<file path="config.mk">
export PLATFORM = sky130hd
export DESIGN_NAME = sbce_top
export DESIGN_NICKNAME = d
export VERILOG_FILES = /design/src/inc/sbce_pkg.sv /design/src/verilog/sbce_ms_tick.sv /design/src/verilog/sbce_top.sv
export SDC_FILE = /design/constraint.sdc
export NUM_CORES = 1
export LEC_CHECK = 0
export ABC_AREA = 1
export BUFFER_PORTS_ARGS = -buffer_cell sky130_fd_sc_hd__clkbuf_2
export CAP_MARGIN = 20
export CELL_PAD_IN_SITES_DETAIL_PLACEMENT = 1
export CELL_PAD_IN_SITES_GLOBAL_PLACEMENT = 2
export CORE_MARGIN = 8
export CORE_UTILIZATION = 32
export CTS_BUF_LIST = sky130_fd_sc_hd__clkbuf_4 sky130_fd_sc_hd__clkbuf_8
export CTS_CLUSTER_DIAMETER = 100
export DETAILED_ROUTE_END_ITERATION = 12
export PLACE_DENSITY = 0.8
export SLEW_MARGIN = 10
export SYNTH_ARGS = -nofsm -noshare
export SYNTH_HDL_FRONTEND = slang
export SYNTH_SLANG_ARGS = --single-unit
</file>
<file path="constraint.sdc">
create_clock -name clk -period 1.6 [get_ports clk]
set_input_delay 0.32 -clock clk [delete_from_list [all_inputs] [get_ports clk]]
set_output_delay 0.32 -clock clk [all_outputs]
set_load 0.05 [all_outputs]
</file>
<file path="src/inc/sbce_pkg.sv">
// Purpose: Constants for the status blink code encoder.
// Assumes: 100 MHz system clock, synchronous active-low reset.
// Notes: Times are kept in milliseconds; cycle counts derive from them.
//
// Summary of operation
// - Blink is 200 ms on, 200 ms off.
// - Tens blinks, 750 ms gap, ones blinks.
// - No tens digit means ones only.
// - Digit value equals its blink count.
// - 2 s off, then repeat while active.
// - Largest active code wins.
// - Calibration code 1, empty pipe 2.
// - Memory faults map to 11, 12, 13.
// - Wiring board 21, flyback board 22.
// - Front end 24, coil 25, temperature 26.
// - Factory unlocked maps to 33, highest.
// - Screen-only faults never blink.
package sbce_pkg;

  // Number of condition flag inputs.
  localparam int NUM_COND = 11;

  // Bit positions of the condition flags.
  localparam int COND_CAL = 0;
  localparam int COND_EMPTY = 1;
  localparam int COND_NVM_CFG = 2;
  localparam int COND_NVM_RD = 3;
  localparam int COND_NVM_WR = 4;
  localparam int COND_WIRING = 5;
  localparam int COND_FLYBACK = 6;
  localparam int COND_AFE = 7;
  localparam int COND_COIL = 8;
  localparam int COND_TEMP = 9;
  localparam int COND_UNLOCK = 10;

  // Blink codes as tens and ones digits packed in one byte, indexed by flag position.
  typedef logic [7:0] sbce_code_t;
  localparam sbce_code_t CODE_TABLE [NUM_COND] = '{
    8'h01, 8'h02, 8'h11, 8'h12, 8'h13, 8'h21, 8'h22, 8'h24, 8'h25, 8'h26, 8'h33
  };

  // Time base.
  localparam int CLK_HZ = 100_000_000;
  localparam int CYC_PER_MS = CLK_HZ / 1000;

  // Phase durations in milliseconds.
  localparam int BLINK_ON_MS = 200;
  localparam int BLINK_OFF_MS = 200;
  localparam int DIGIT_GAP_MS = 750;
  localparam int REPEAT_GAP_MS = 2000;

  // Counter width for the millisecond counter.
  localparam int MS_W = 12;
  localparam logic [MS_W-1:0] MS_ZERO = 12'h000;

  // Phase lengths in milliseconds, sized for the counter.
  localparam logic [MS_W-1:0] ON_MS = MS_W'(BLINK_ON_MS);
  localparam logic [MS_W-1:0] OFF_MS = MS_W'(BLINK_OFF_MS);
  localparam logic [MS_W-1:0] GAP_MS = MS_W'(DIGIT_GAP_MS);
  localparam logic [MS_W-1:0] REP_MS = MS_W'(REPEAT_GAP_MS);

  // Sequencer states.
  typedef enum logic [2:0] {
    SBCE_IDLE,
    SBCE_ON,
    SBCE_OFF,
    SBCE_GAP,
    SBCE_REPEAT
  } sbce_state_t;

endpackage : sbce_pkg

</file>
<file path="src/verilog/sbce_ms_tick.sv">
// Purpose: Millisecond tick generator for the blink sequencer.
// Assumes: Clock rate as given in the package.
// Notes: Tick is a one-cycle pulse every CYC_PER_MS cycles.
`timescale 1ns/1ps
module sbce_ms_tick #(
  parameter int CYCLES = sbce_pkg::CYC_PER_MS
) (
  input wire logic clk,
  input wire logic resetn,
  output logic tick
);

  // Prescale counter; wide enough for any practical clock rate.
  logic [31:0] count;

  // Count up and wrap, pulsing tick on the wrap.
  always_ff @(posedge clk) begin
    if (!resetn) begin
      count <= 32'h00000000;
      tick <= 1'b0;
    end else if (count == 32'(CYCLES - 1)) begin
      count <= 32'h00000000;
      tick <= 1'b1;
    end else begin
      count <= count + 32'h00000001;
      tick <= 1'b0;
    end
  end

endmodule : sbce_ms_tick

</file>
<file path="src/verilog/sbce_top.sv">
// Purpose: Encodes the highest active condition as a repeating LED blink code.
// Assumes: Condition flags are synchronous to clk and are levels.
// Notes: A pattern in progress always runs to completion before re-sampling.
`timescale 1ns/1ps
module sbce_top #(
  parameter int MS_CYCLES = sbce_pkg::CYC_PER_MS
) (
  input wire logic clk,
  input wire logic resetn,
  input wire logic [sbce_pkg::NUM_COND-1:0] cond,
  output logic led,
  output logic [7:0] active_code
);

  ////////////////////////////////////////////////////////////////////////////
  // Time base.

  // One-cycle pulse per millisecond.
  logic ms_tick;

  sbce_ms_tick #(.CYCLES(MS_CYCLES)) u_tick (
    .clk(clk),
    .resetn(resetn),
    .tick(ms_tick)
  );

  ////////////////////////////////////////////////////////////////////////////
  // Priority selection.

  // Highest code among the active flags; zero when none is active.
  sbce_pkg::sbce_code_t best_code;

  // Codes rise with flag index, so the last active index gives the largest code.
  // Screen-only faults have no input here, so they can never blink.
  always_comb begin
    best_code = 8'h00;
    for (int i = 0; i < sbce_pkg::NUM_COND; i++) begin
      if (cond[i]) begin
        best_code = sbce_pkg::CODE_TABLE[i];
      end
    end
  end

  ////////////////////////////////////////////////////////////////////////////
  // Sequencer.

  // Current phase of the pattern.
  sbce_pkg::sbce_state_t state;
  // Milliseconds remaining in the current phase.
  logic [sbce_pkg::MS_W-1:0] ms_left;
  // Blinks remaining in the current digit, including the one in progress.
  logic [3:0] blinks_left;
  // High while the tens digit is being shown.
  logic in_tens;
  // End of the current timed phase.
  logic phase_done;

  assign phase_done = ms_tick && (ms_left == sbce_pkg::MS_ZERO + 12'h001);

  // Phase sequencing; the code is latched only in idle and cleared when the repeat gap ends.
  always_ff @(posedge clk) begin
    if (!resetn) begin
      state <= sbce_pkg::SBCE_IDLE;
      ms_left <= sbce_pkg::MS_ZERO;
      blinks_left <= 4'h0;
      in_tens <= 1'b0;
      active_code <= 8'h00;
    end else begin
      case (state)
        sbce_pkg::SBCE_IDLE: begin
          // Sample at a repetition boundary only.
          if (best_code != 8'h00) begin
            active_code <= best_code;
            state <= sbce_pkg::SBCE_ON;
            ms_left <= sbce_pkg::ON_MS;
            // Start with tens if present, else ones.
            if (best_code[7:4] != 4'h0) begin
              in_tens <= 1'b1;
              blinks_left <= best_code[7:4];
            end else begin
              in_tens <= 1'b0;
              blinks_left <= best_code[3:0];
            end
          end
        end
        sbce_pkg::SBCE_ON: begin
          if (ms_tick) begin
            ms_left <= ms_left - 12'h001;
          end
          if (phase_done) begin
            state <= sbce_pkg::SBCE_OFF;
            ms_left <= sbce_pkg::OFF_MS;
          end
        end
        sbce_pkg::SBCE_OFF: begin
          if (ms_tick) begin
            ms_left <= ms_left - 12'h001;
          end
          if (phase_done) begin
            if (blinks_left != 4'h1) begin
              // More blinks in this digit.
              blinks_left <= blinks_left - 4'h1;
              state <= sbce_pkg::SBCE_ON;
              ms_left <= sbce_pkg::ON_MS;
            end else if (in_tens) begin
              state <= sbce_pkg::SBCE_GAP;
              ms_left <= sbce_pkg::GAP_MS;
            end else begin
              state <= sbce_pkg::SBCE_REPEAT;
              ms_left <= sbce_pkg::REP_MS;
            end
          end
        end
        sbce_pkg::SBCE_GAP: begin
          if (ms_tick) begin
            ms_left <= ms_left - 12'h001;
          end
          if (phase_done) begin
            // Ones digit follows; a code with zero ones skips to repeat gap.
            in_tens <= 1'b0;
            if (active_code[3:0] != 4'h0) begin
              blinks_left <= active_code[3:0];
              state <= sbce_pkg::SBCE_ON;
              ms_left <= sbce_pkg::ON_MS;
            end else begin
              state <= sbce_pkg::SBCE_REPEAT;
              ms_left <= sbce_pkg::REP_MS;
            end
          end
        end
        sbce_pkg::SBCE_REPEAT: begin
          if (ms_tick) begin
            ms_left <= ms_left - 12'h001;
          end
          if (phase_done) begin
            state <= sbce_pkg::SBCE_IDLE;
            active_code <= 8'h00;
          end
        end
        default: begin
          state <= sbce_pkg::SBCE_IDLE;
        end
      endcase
    end
  end

  ////////////////////////////////////////////////////////////////////////////
  // LED output.

  // Registered so the LED never glitches; it lags the state by one cycle.
  always_ff @(posedge clk) begin
    if (!resetn) begin
      led <= 1'b0;
    end else begin
      led <= (state == sbce_pkg::SBCE_ON);
    end
  end

  ////////////////////////////////////////////////////////////////////////////
  // Checks.

  // Reset leaves the LED dark.
  property p_reset_dark;
    @(posedge clk) !resetn |=> !led;
  endproperty
  a_reset_dark: assert property (p_reset_dark) else $error("LED lit after reset");

  // With nothing active in idle, the LED stays dark.
  property p_idle_dark;
    @(posedge clk) disable iff (!resetn) (state == sbce_pkg::SBCE_IDLE) |=> !led;
  endproperty
  a_idle_dark: assert property (p_idle_dark) else $error("LED lit while idle");

  // Code is latched only from idle and held until the repeat gap ends.
  property p_code_stable;
    @(posedge clk) disable iff (!resetn)
      (state != sbce_pkg::SBCE_IDLE && state != sbce_pkg::SBCE_REPEAT) |=> $stable(active_code) ||
      $past(state) == sbce_pkg::SBCE_IDLE;
  endproperty
  a_code_stable: assert property (p_code_stable) else $error("Code changed mid pattern");

  // With the unlock flag set, a sampled code is 33, the largest one.
  property p_pick_max;
    @(posedge clk) disable iff (!resetn)
      (state == sbce_pkg::SBCE_IDLE && cond[sbce_pkg::COND_UNLOCK]) |=> active_code == 8'h33;
  endproperty
  a_pick_max: assert property (p_pick_max) else $error("Unlock did not win");

  // Empty pipe with nothing above it selects code 2, whatever the calibration flag says.
  property p_empty_code;
    @(posedge clk) disable iff (!resetn)
      (state == sbce_pkg::SBCE_IDLE && cond[sbce_pkg::COND_EMPTY] &&
      cond[sbce_pkg::NUM_COND-1:sbce_pkg::COND_NVM_CFG] == 9'h000) |=> active_code == 8'h02;
  endproperty
  a_empty_code: assert property (p_empty_code) else $error("Empty pipe code wrong");

  // Tens phase always ends in the digit gap.
  property p_tens_gap;
    @(posedge clk) disable iff (!resetn)
      (state == sbce_pkg::SBCE_OFF && phase_done && blinks_left == 4'h1 && in_tens) |=>
      state == sbce_pkg::SBCE_GAP;
  endproperty
  a_tens_gap: assert property (p_tens_gap) else $error("No gap after tens");

  // Single-digit codes never enter the digit gap.
  property p_no_tens_gap;
    @(posedge clk) disable iff (!resetn)
      (state == sbce_pkg::SBCE_GAP) |-> active_code[7:4] != 4'h0;
  endproperty
  a_no_tens_gap: assert property (p_no_tens_gap) else $error("Gap without tens digit");

  // Each on phase starts with its full millisecond count loaded.
  property p_on_len;
    @(posedge clk) disable iff (!resetn)
      ($rose(state == sbce_pkg::SBCE_ON)) |-> ms_left == sbce_pkg::ON_MS;
  endproperty
  a_on_len: assert property (p_on_len) else $error("On phase length wrong");

  // Ones blink count never exceeds the ones digit value.
  property p_count;
    @(posedge clk) disable iff (!resetn)
      (state == sbce_pkg::SBCE_ON && !in_tens) |-> blinks_left <= active_code[3:0];
  endproperty
  a_count: assert property (p_count) else $error("Too many ones blinks");

  // Repeat gap is followed by idle resampling.
  property p_repeat;
    @(posedge clk) disable iff (!resetn)
      (state == sbce_pkg::SBCE_REPEAT && phase_done) |=> state == sbce_pkg::SBCE_IDLE;
  endproperty
  a_repeat: assert property (p_repeat) else $error("Repeat gap did not resample");

endmodule : sbce_top

</file>
**After elaboration in Yosys (flattened, before gate mapping)**

Index checks and enable logic that the tools add are counted.

- Div/mod/pow operators: 0
- $lt $le $gt $ge: 0
- Reduce and logical (&&, ||, !) cells: 15
- Muxes and demuxes: 44
- Add/sub/neg operators: 3
- Eq/ne operators: 14
- Multipliers: 0
- Shift-type cells: 0
- Bitwise logic cells: 1

Operators with widths:

| operator | number |
|---|---|
| 2-to-1 mux 8 bit | 12 |
| 2-to-1 mux 12 bit | 5 |
| one-hot mux 12 bit (5 select lines) | 1 |
| 2-to-1 mux 11 bit | 3 |
| adder 32 x 1 -> 32 bit, second input constant | 1 |
| == test 32 x 17 -> 1 bit, second input constant | 1 |
| 2-to-1 mux 3 bit | 8 |
| 2-to-1 mux 4 bit | 6 |
| one-hot mux 8 bit (2 select lines) | 1 |
| one-hot mux 3 bit (5 select lines) | 1 |
| != test 2 bit, second input constant | 7 |
| == test 12 x 1 -> 1 bit, second input constant | 1 |
| one-hot mux 4 bit (3 select lines) | 1 |
| subtractor 12 x 1 -> 12 bit, second input constant | 1 |
| nonzero test 4 bit | 2 |
| nonzero test 8 bit | 1 |
| == test 3 x 2 -> 1 bit, second input constant | 2 |
| AND reduction 3 bit | 2 |
| AND reduction 6 bit | 1 |
| 2-to-1 mux 1 bit | 5 |
| AND reduction 5 bit | 1 |
| nonzero test 5 bit | 1 |
| != test 4 x 1 -> 1 bit, second input constant | 1 |
| nonzero test 2 bit | 2 |
| 10 further kinds | 10 |

- Memories kept: 0
- Logic and storage cells: 85
- Latch bits: 0
- Input port bits: 13
- Register bits after elaboration: 62
- RAM bits: 0
- Memory bits (read-only): 0

**Longest topological paths before layout**

Gate-level depths: netlist of the first run.

- Depth after elaboration: 15
- Depth in mapped cells: 13

**By module**

Synthesis of the first run repeated with hierarchy kept, for this count alone.

- Cells, all modules: 646
- Area, all modules: 3,905.0 um2

Modules (own cells, without submodules):

| module | cells an instance | area an instance (um2) | times used |
|---|---|---|---|
| sbce_ms_tick | 327 | 1,971.9 | 1 |
| sbce_top | 319 | 1,933.1 | 1 |

**Least setup slack after synthesis of the first run**

Ideal clock, no wire load.

- Path type: register to register
- Start: register u_tick.count[0]
- End: register u_tick.count[18]
- Cell stages (with the launch flop): 10
- Data arrival time: 1.443 ns
- Library setup time: 0.124 ns
- Buffers on the path: 0
- Required time: 1.476 ns
- Slack: 0.033 ns
- Clock period less this slack: 1.567 ns
- Path through: dfxtp_1 -> ha_1 -> nand2_1 -> nor2_2 -> nand2_2 -> inv_2 -> nand2_4 -> nor3_1 -> nor3b_1 -> nor3b_2

- Longest elaborated chain between the ends: 2

RTL lines:

| item | line | source |
|---|---|---|
| start, declared | sbce_ms_tick.sv:14 | `logic [31:0] count;` |
| start signal, assigned | sbce_ms_tick.sv:25 | `count <= count + 32'h00000001;` |
| parallel branches: the longest is 2 deep, another holds adder 32 x 1 -> 32 bit | -- |  |

Several ways; the timed one is not identified.
A chain may end at the register's enable or synchronous reset.

**Worst setup path in the final report of the first run**

- Start: register blinks_left[1]
- End: register blinks_left[0]

- Longest elaborated chain between the ends: 3

RTL lines:

| item | line | source |
|---|---|---|
| start, declared | sbce_top.sv:52 | `logic [3:0] blinks_left;` |
| start signal, assigned | sbce_top.sv:79 | `blinks_left <= best_code[7:4];` |
| start signal, assigned | sbce_top.sv:82 | `blinks_left <= best_code[3:0];` |
| start signal, assigned | sbce_top.sv:102 | `blinks_left <= blinks_left - 4'h1;` |
| != test 4 x 1 -> 1 bit | sbce_top.sv:100 | `if (blinks_left != 4'h1) begin` |
| != test 2 bit (no line) | -- |  |
| AND reduction 6 bit (no line) | -- |  |

No other way between the ends.

==> impl_metrics.yaml, run 1 <==
logic_synthesis:
  synth-main-ff-cell: "sky130_fd_sc_hd__dfxtp_1"
  post-synth-top-count-cell: "sky130_fd_sc_hd__nand2_1"
  synth_area_leaders: "sky130_fd_sc_hd__dfxtp_1 30%, sky130_fd_sc_hd__nand2_1 15%, sky130_fd_sc_hd__inv_1 6.7%"
  synthSimpleGateAreaFrac: 0.467
  seq_area_frac_synth: 0.304
  syn-instance-count: 602
  yosys_warnings: 0
  synthesized_area_um2: 3890
  share_of_synthesized_cell_area_in_full_adder_half_adder_and_majority_cells: 0.0161
  synthesis.area_per_instance_um2: 6.46
  synth_compound_area_frac: 0.0933
  synth_common_cells: "151 x sky130_fd_sc_hd__nand2_1, 69 x sky130_fd_sc_hd__inv_1, 69 x sky130_fd_sc_hd__nor2_1, 59 x sky130_fd_sc_hd__dfxtp_1, 47 x sky130_fd_sc_hd__a21oi_1"
  synth.lib_cells_used.distinct: 44
  async_set_reset_flop_share_out_of_synthesis: 0
  synth_enable_flop_cells: 0
  yosysTopAreaCell: "sky130_fd_sc_hd__dfxtp_1"
  synth.top_cell.area_share: 0.304
  ys_ff_latch: 59
  yosys-mux-area-fraction: 0
  largest_family_of_logic_cells_by_synthesized_area: "simple AND/OR/NAND/NOR gates"
  synth_xor_xnor_area_share: 0.0203
setup_path:
  r2r_slack_ps: -40
  critPathBufInv: 3
  worstSetupEndpoint: "blinks_left[0]$_SDFFE_PN0P_"
  critical_path.cell_chain: "inv_2 -> ha_4 -> nand2_1 -> nor2_1 -> buf_4 -> inv_2 -> nand3_2 -> nand2_2 -> nand3_4 -> nor2_8 -> nand2_4 -> nand2_2 -> nand2_1 -> nor2_1"
  worst_setup_path_end_kind: "flop"
  crit-reg2reg-launch: "blinks_left[1]$_SDFFE_PN0P_"
  critical-path-top-delay-family: "simple AND/OR/NAND/NOR gates"
  largest_stage_delay_on_the_critical_path_ps: 320
  critical_path_slowest_stage_cell: "sky130_fd_sc_hd__dfxtp_2"
  critPathLaunch: "blinks_left[1]$_SDFFE_PN0P_"
  start_kind: "flop"
  timing.critical_path.arrival_ps: 1930
  cp_max_fo: 5
  worst-endpoint-required_ps: 1890
  ff2ff_path_depth: 14
  timing.setup.critical_path_class: "flop to flop"
  crit-reg2reg-capture: "blinks_left[0]$_SDFFE_PN0P_"
  critical_path_cell_count: 14
floorplan:
  die_w_um: 126
  placeableCoreArea_um2: 12000
  die_h_um: 126
  placement_rows: 40
  top_level_ports: 22
  fp.dieArea_um2: 15900
  initial_utilization: 0.325
drt:
  vias_per_cell: 5.03
  detail_route.drc_violations: 0
  totalWireLength_um: 14700
  detailedRoute.firstIterationViolations: 193
  detailroute.via_count: 4464
  antenna_violating_nets_post_route: 0
  drt-pass1-iter-count: 4
  avgRoutedWirePerCell_um: 16.6
global_routing:
  grt_first_pass_wirelength_um: 21800
  grtUsageMet2: 0.317
  grt_busiest_layer: "met2"
  first_global_vias: 4530
  gr-usage-all-layers: 0.170
  gr-usage-met1: 0.182
  global_route_total_overflow: 0
  maximum_number_of_pins_on_one_net_before_global_route_repair: 19
  globalRouteMet3Util: 0.0418
  grt_antenna_before_repair: 0
placed_design:
  place.detailed.hpwl_um: 10400
  routabilityCongestion: 0.881
  place_ws_ps: -188
  portBuffers: 18
clock_tree:
  cts.root.buffer_cell: "sky130_fd_sc_hd__clkbuf_8"
  cts.reportedPaths.clkPinSlew_ps: 70
  sink_count_of_the_clock_tree: 59
  tritoncts: "yes"
  clock_insertion_delay_worst_skew_ps: 370
  cts_inserted_buffers: 9
  htree_levels: 3
  holdBufCountCts: 0
  clock_tree.buffer_depth: 2
sta:
  final.min_clock_period_ps: 1640
  least_setup_slack_across_all_paths_after_layout_ps: -38.5
  final-setup-viol-count: 5
  maxClockFrequency_mhz: 610
  final-max-slew-violation-count: 0
  finalHoldViolCount: 0
  fin_skew_ps: 7.75
  layout_worst_path_cycle_share: 1.02
  hold-worst-slack_ps: 341
  grt_setup_unrepaired: "true"
cells_and_area:
  area_growth_syn_to_layout_pct: 46.3
  antennaDiodeCount: 0
  final_nets: 753
  final_layout_size_suffix_gt1_frac: 0.424
  fillers: 1541
power:
  vdd.ir_drop.worst_uv: 486
  power.total_mw: 6.18
  power_density_nw_per_um2: 1090
  leakage_nw: 2.31
run_status:
  outcome: "finished with violations"
  violations: "setup timing"
worst_hold_path:
  hold_path_class: "primary input to flop"
run:
  drv.max_cap_violation_count: 0
where the power goes:
group          total [mW]  switching (mW)  internal (mW)
clock                1.22           0.661          0.564
combinational        3.13            1.87           1.26
sequential           1.82           0.176           1.65
cells in the final DEF (no fill, tap or decap), drive strengths merged, types with 11 or more instances in the layout:
| master | count |
|---|---|
| a21oi | 47 |
| buf | 114 |
| clkbuf | 29 |
| dfxtp | 59 |
| inv | 78 |
| nand2 | 162 |
| nand3 | 35 |
| nand4 | 24 |
| nor2 | 87 |
| nor3 | 30 |
| o21ai | 13 |
| or2 | 11 |
sequential cells by signal (all words and copies together) (netlist names):
register      cells
active_code       5
blinks_left       4
in_tens           1
led               1
ms_left          12
state             3
u_tick.count     32
u_tick.tick       1
per-stage QoR:
stage | cells | util | TNS [ps] | instance area, µm²
floorplan | 604 | - | 0 | 3900
global placement | 858 | 0.407 | -2490 | 4860
detailed placement | 858 | 0.407 | -4770 | 4860
CTS | 877 | 0.433 | -27.8 | 5180
global route | 887 | 0.476 | -2220 | 5690
finish | 887 | 0.476 | -68.3 | 5690
layer usage:
layer,part of all wire,routed length [µm]
met5,0,0
met2,0.55,8050
met1,0.40,5900
met4,0.025,361
met3,0.025,372
cell type report:
cell class	instances	area (µm²)	area share
Tap cell	147	184	0.0323
Multi-Input combinational cell	453	2820	0.496
Clock buffer	10	131	0.0231
Sequential cell	59	1220	0.214
Clock inverter	6	32.5	0.00571
Timing Repair Buffer	133	1000	0.176
Inverter	79	304	0.0534
tightest hold or removal path: stages:
cell and delay [ps]:
sky130_fd_sc_hd__clkbuf_2 200, sky130_fd_sc_hd__nand2_1 110, sky130_fd_sc_hd__nor2_1 30
worst min-delay path by stage:
| stage | start | endpoint | slack (ps) | cells after the start |
|---|---|---|---|---|
| floorplan | ms_left[11]$_SDFFE_PN0P_ | ms_left[11]$_SDFFE_PN0P_ | 440 | 2 |
| global placement | ms_left[11]$_SDFFE_PN0P_ | ms_left[11]$_SDFFE_PN0P_ | 450 | 2 |
| detailed placement | ms_left[11]$_SDFFE_PN0P_ | ms_left[11]$_SDFFE_PN0P_ | 460 | 2 |
| CTS | cond[10] | active_code[2]$_SDFFE_PN0P_ | 330 | 4 |
| global route | resetn | blinks_left[1]$_SDFFE_PN0P_ | 350 | 3 |
| finish | resetn | blinks_left[1]$_SDFFE_PN0P_ | 340 | 3 |
repair_timing:
action	in CTS	in global routing
cloned	0	2
pin swaps	12	47
setup buffers	3	8
endpoints found under the setup margin	39	57
gates resized for setup	36	122
endpoints found under the hold margin	0	0
logic make-up (layout without fill, tap and decap cells):
family	after synthesis	in the layout
compound gates	67	67
xor+xnor	9	9
fa+ha+maj	5	5
buf+inv	92	228
flops	59	59
other cells	1	3
simple gates	369	369
No activity file was read; power rests on OpenSTA's default activity.
==> run 2, diff against run 1 <==
==> constraint.sdc (replaced) <==
create_clock -name clk -period 1.5 [get_ports clk]
set_input_delay 0.3 -clock clk [delete_from_list [all_inputs] [get_ports clk]]
set_output_delay 0.3 -clock clk [all_outputs]
set_load 0.05 [all_outputs]
==> impl_metrics.yaml, run 2 (same netlist as run 1, synthesis figures left out) <==
setup_path:
  start_kind: "flop"
  worst-endpoint-required_ps: 1760
  worst_setup_path_end_kind: "flop"
  timing.setup.critical_path_class: "flop to flop"
  timing.critical_path.arrival_ps: 2000
  cp_max_fo: 8
drt:
  dr_wl_met2_um: 8830
  detailroute.via_count: 4752
  m1WireLength_um: 6270
  drt-pass1-iter-count: 4
  avgRoutedWirePerCell_um: 17.2
  detailedRoute.firstIterationViolations: 179
  met3WireLength_um: 465
  totalWireLength_um: 16100
  top_layer_used: "met4"
  vias_per_cell: 5.10
  detail_route.drc_violations: 0
  antenna_violating_nets_post_route: 0
sta:
  fin_skew_ps: 11.9
  layout_worst_path_cycle_share: 1.16
  final.min_clock_period_ps: 1750
  final-max-slew-violation-count: 0
  finalHoldViolCount: 0
  least_setup_slack_across_all_paths_after_layout_ps: -246
  grt_setup_unrepaired: "true"
  final-setup-viol-count: 50
  maxClockFrequency_mhz: 573
cells_and_area:
  final_layout_size_suffix_gt1_frac: 0.492
  layout.area.seq_um2: 1210
  antennaDiodeCount: 0
  area_growth_syn_to_layout_pct: 62.1
  multi_input_area_um2: 3010
  largest_registers: "u_tick.count x32, ms_left x12, active_code x5"
  final_nets: 798
  largest_register_ffs: 32
  final_cell_mix: "140 x sky130_fd_sc_hd__buf_4, 126 x sky130_fd_sc_hd__nand2_1, 57 x sky130_fd_sc_hd__inv_1"
  most_common_library_cell_in_the_layout_ignoring_fill_and_taps: "sky130_fd_sc_hd__buf_4"
  top_register: "u_tick.count"
  fillers: 1528
  layout.core_utilization: 0.527
  finish.cell_count_without_fillers: 932
placed_design:
  place.detailed.hpwl_um: 10500
  place_inst: 885
  routabilityCongestion: 0.847
  portBuffers: 18
floorplan:
  die_h_um: 126
  die_w_um: 126
  placement_rows: 40
  fp.dieArea_um2: 15900
  top_level_ports: 22
  initial_utilization: 0.325
  placeableCoreArea_um2: 12000
clock_tree:
  clock_tree.buffer_depth: 2
  holdBufCountCts: 0
  tritoncts: "yes"
  clock_insertion_delay_worst_skew_ps: 360
  cts.reportedPaths.clkPinSlew_ps: 70
  cts.root.buffer_cell: "sky130_fd_sc_hd__clkbuf_8"
  cts_inserted_buffers: 9
  htree_levels: 3
  sink_count_of_the_clock_tree: 59
global_routing:
  global_route_total_overflow: 0
  first_global_vias: 4964
  grt_first_pass_wirelength_um: 24200
  maximum_number_of_pins_on_one_net_before_global_route_repair: 19
  grt_antenna_before_repair: 0
  gr-usage-all-layers: 0.188
power:
  vdd.ir_drop.worst_uv: 530
  power_density_nw_per_um2: 1110
  leakage_nw: 2.67
  power.total_mw: 7.00
run_status:
  outcome: "finished with violations"
  violations: "setup timing"
worst_hold_path:
  hold_path_class: "primary input to flop"
run:
  drv.max_cap_violation_count: 0
[run 2: changes by cell type in the layout (fill, tap and decap cells not counted), moves of 6 or more]
cell	previous run	this run
sky130_fd_sc_hd__a21oi_1	38	32
sky130_fd_sc_hd__nand2_1	132	126
sky130_fd_sc_hd__buf_6	5	14
sky130_fd_sc_hd__inv_1	63	57
sky130_fd_sc_hd__a21oi_2	8	14
sky130_fd_sc_hd__nor2_4	17	23
sky130_fd_sc_hd__buf_4	108	140
[run 2: cell type report]
class | instances | share of cell area
Tap cell | 147 | 0.0292
Inverter | 79 | 0.0498
Timing Repair Buffer | 177 | 0.223
Multi-Input combinational cell | 454 | 0.477
Sequential cell | 59 | 0.192
Clock inverter | 2 | 0.00159
Clock buffer | 14 | 0.0276
[run 2: worst max-delay path: stages (launching register included)]
cell	delay, ps
sky130_fd_sc_hd__dfxtp_2	360
sky130_fd_sc_hd__ha_4	150
sky130_fd_sc_hd__nand2_4	60
sky130_fd_sc_hd__nor2_4	120
sky130_fd_sc_hd__nand4_1	170
sky130_fd_sc_hd__nor3_2	210
sky130_fd_sc_hd__nand2_1	130
sky130_fd_sc_hd__nand2_4	140
sky130_fd_sc_hd__buf_12	120
sky130_fd_sc_hd__buf_16	130
sky130_fd_sc_hd__nor3b_2	50
[run 2: repair_timing]
item	CTS	global route
setup buffers	15	18
resized for setup	115	102
setup endpoints to repair	58	58
pin swaps	41	50
gates cloned	2	1
[run 2: metal layers]
metal | vias up | GRT usage
li1 | 2318 | -
met1 | 2314 | 0.198
met2 | 79 | 0.355
met3 | 41 | 0.0439
met4 | 0 | 0.0708
met5 | - | 0
[run 2: per-stage QoR]
step                      hold slack, ps  area, µm²  setup TNS [ps]  setup WS, ps
after CTS                            295       5850           -3310          -141
final                                297       6310           -6520          -246
after global placement               453       5080           -7300          -245
after floorplan                      430       3910               0          1.97
after global routing                 295       6310          -10010          -296
after detailed placement             480       5080          -11770          -321
[run 2: path summary, 6_finish.rpt]
| path | startpoint | to | slack [ps] | depth (start not counted) |
|---|---|---|---|---|
| max | u_tick.count[1]$_SDFF_PP0_ | u_tick.count[18]$_SDFF_PP0_ | -250 | 10 |
| min | resetn | ms_left[3]$_SDFFE_PN0P_ | 300 | 3 |
| max reg2reg | u_tick.count[1]$_SDFF_PP0_ | u_tick.count[18]$_SDFF_PP0_ | -250 | 10 |
| min reg2reg | active_code[4]$_SDFFE_PN0P_ | active_code[4]$_SDFFE_PN0P_ | 490 | 2 |
[run 2: report_power, final]
group	total [mW]	switching (mW)	internal, mW
sequential	1.97	0.210	1.76
clock	1.41	0.672	0.741
combinational	3.61	2.10	1.51
total	7.00	2.98	4.01
==> run 3, diff against run 2 <==
--- a/config.mk
+++ b/config.mk
@@ -6,7 +6,7 @@
 export NUM_CORES = 1
 export LEC_CHECK = 0
 export ABC_AREA = 1
-export BUFFER_PORTS_ARGS = -buffer_cell sky130_fd_sc_hd__clkbuf_2
+export BUFFER_PORTS_ARGS = -buffer_cell sky130_fd_sc_hd__buf_2
 export CAP_MARGIN = 20
 export CELL_PAD_IN_SITES_DETAIL_PLACEMENT = 1
 export CELL_PAD_IN_SITES_GLOBAL_PLACEMENT = 2
@@ -16,6 +16,8 @@
 export CTS_CLUSTER_DIAMETER = 100
 export DETAILED_ROUTE_END_ITERATION = 12
 export PLACE_DENSITY = 0.8
+export RECOVER_POWER = 25
+export SETUP_SLACK_MARGIN = 0.3
 export SLEW_MARGIN = 10
 export SYNTH_ARGS = -nofsm -noshare
 export SYNTH_HDL_FRONTEND = slang
==> impl_metrics.yaml, run 3 (same netlist as run 1, synthesis figures left out) <==
run:
  drv.max_cap_violation_count: 0
sta:
  final-max-slew-violation-count: 0
  maxClockFrequency_mhz: 552
  fin_skew_ps: 14.2
  least_setup_slack_across_all_paths_after_layout_ps: -312
  layout_worst_path_cycle_share: 1.21
  grt_setup_unrepaired: "true"
  hold-worst-slack_ps: 247
  finalHoldViolCount: 0
  fin_tns_setup_ps: -7360
  final-setup-viol-count: 56
  final.min_clock_period_ps: 1810
setup_path:
  worst_setup_path_end_kind: "flop"
  start_kind: "flop"
  worst-endpoint-required_ps: 1800
  timing.critical_path.arrival_ps: 2110
  cp_max_fo: 4
  timing.setup.critical_path_class: "flop to flop"
clock_tree:
  sink_count_of_the_clock_tree: 59
  cts.reportedPaths.clkPinSlew_ps: 80
  htree_levels: 3
  cts.root.buffer_cell: "sky130_fd_sc_hd__clkbuf_8"
  tritoncts: "yes"
  clock_tree.buffer_depth: 2
  cts_inserted_buffers: 9
  clock_insertion_delay_worst_skew_ps: 370
global_routing:
  global_route_total_overflow: 0
  first_global_vias: 5217
  grt_antenna_before_repair: 0
  grt_first_pass_wirelength_um: 25500
  gr-usage-all-layers: 0.199
  maximum_number_of_pins_on_one_net_before_global_route_repair: 19
cells_and_area:
  final_layout_size_suffix_gt1_frac: 0.548
  top_register: "u_tick.count"
  finish.cell_count_without_fillers: 937
  stdcell_area_um2: 6630
  final_cell_mix: "139 x sky130_fd_sc_hd__buf_4, 127 x sky130_fd_sc_hd__nand2_1, 46 x sky130_fd_sc_hd__inv_1, 46 x sky130_fd_sc_hd__nor2_1"
  largest_register_ffs: 32
  most_common_library_cell_in_the_layout_ignoring_fill_and_taps: "sky130_fd_sc_hd__buf_4"
  largest_registers: "u_tick.count x32, ms_left x12, active_code x5"
  area_growth_syn_to_layout_pct: 70.5
  final_nets: 803
  antennaDiodeCount: 0
  fillers: 1484
power:
  leakage_nw: 2.74
  vdd.ir_drop.worst_uv: 591
  power_density_nw_per_um2: 1200
drt:
  detail_route.drc_violations: 0
  antenna_violating_nets_post_route: 0
  detailedRoute.firstIterationViolations: 219
  vias_per_cell: 5.26
  drt-pass1-iter-count: 4
  detailroute.via_count: 4932
  avgRoutedWirePerCell_um: 18.8
  totalWireLength_um: 17600
placed_design:
  routabilityCongestion: 0.854
  place.detailed.hpwl_um: 10800
  placedInstanceArea_um2: 5280
  portBuffers: 18
  place_inst: 877
worst_hold_path:
  hold_path_class: "primary input to flop"
floorplan:
  placement_rows: 40
  initial_utilization: 0.325
  die_w_um: 126
  top_level_ports: 22
  die_h_um: 126
  fp.dieArea_um2: 15900
  placeableCoreArea_um2: 12000
run_status:
  violations: "setup timing"
  outcome: "finished with violations"
run 3: changes by cell type in the layout (fill, tap and decap cells not counted), sizes merged:
cell	delta
buf	+22
inv	-1
clkinv	-1
clkbuf	-21
nand2	-1
clkinvlp	+3
bufinv	+4
run 3: report_power, final:
part | leakage [nW] | switching, mW | internal [mW] | total (mW)
sequential | 0.497 | 0.248 | 1.77 | 2.02
clock | 0.125 | 0.757 | 1.27 | 2.03
combinational | 2.12 | 2.26 | 1.66 | 3.92
total | 2.74 | 3.26 | 4.70 | 7.96
run 3: metrics by stage:
stage           util  power, mW  setup slack (ps)
2_1_floorplan      -       3.79              72.6
3_3_place_gp   0.441       4.68              -298
3_5_place_dp   0.441       4.76              -275
4_1_cts        0.515       7.32             -82.3
5_1_grt        0.555       8.31              -333
6_report       0.555       7.96              -312
run 3: final cells by class:
type | count | area (µm²) | share of cell area
clock buffer | 9 | 124 | 0.0187
clock inverter | 7 | 140 | 0.0211
inverter | 79 | 313 | 0.0472
multi-input combinational | 453 | 3050 | 0.460
sequential | 59 | 1250 | 0.188
tap | 147 | 184 | 0.0277
timing repair buffer | 183 | 1570 | 0.237
run 3: worst paths after layout:
kind,from,end,slack [ps],cells past startpoint
hold reg to reg,ms_left[11]$_SDFFE_PN0P_,ms_left[11]$_SDFFE_PN0P_,480,2
setup reg to reg,u_tick.count[8]$_SDFF_PP0_,u_tick.count[20]$_SDFF_PP0_,-310,7
hold / removal,resetn,u_tick.tick$_SDFF_PN0_,250,3
setup / recovery,u_tick.count[8]$_SDFF_PP0_,u_tick.count[20]$_SDFF_PP0_,-310,7
run 3: critical path, cell delays in order (launching register included):
cell and delay, ps:
sky130_fd_sc_hd__dfxtp_1 410, sky130_fd_sc_hd__inv_1 130, sky130_fd_sc_hd__nor3_4 320, sky130_fd_sc_hd__buf_4 170, sky130_fd_sc_hd__nand2_1 50, sky130_fd_sc_hd__nor3_1 310, sky130_fd_sc_hd__nand2_1 200, sky130_fd_sc_hd__a21oi_4 160
run 3: timing repair:
action / 4_1_cts / 5_1_grt
endpoints found under the hold margin: 0 / 0
hold buffers: 0 / 0
pin swaps: 51 / 44
gates cloned: 1 / 1
endpoints found under the setup margin: 64 / 64
resized for setup: 136 / 74
setup buffers: 20 / 22
run 3: layer usage:
| metal | vias up | GRT usage | wire (µm) |
|---|---|---|---|
| met2 | 114 | 0.378 | 9610 |
| met1 | 2436 | 0.207 | 6800 |
| met4 | 0 | 0.0920 | 702 |
| met5 | - | 0 | 0 |
| li1 | 2327 | - | - |
| met3 | 55 | 0.0329 | 519 |
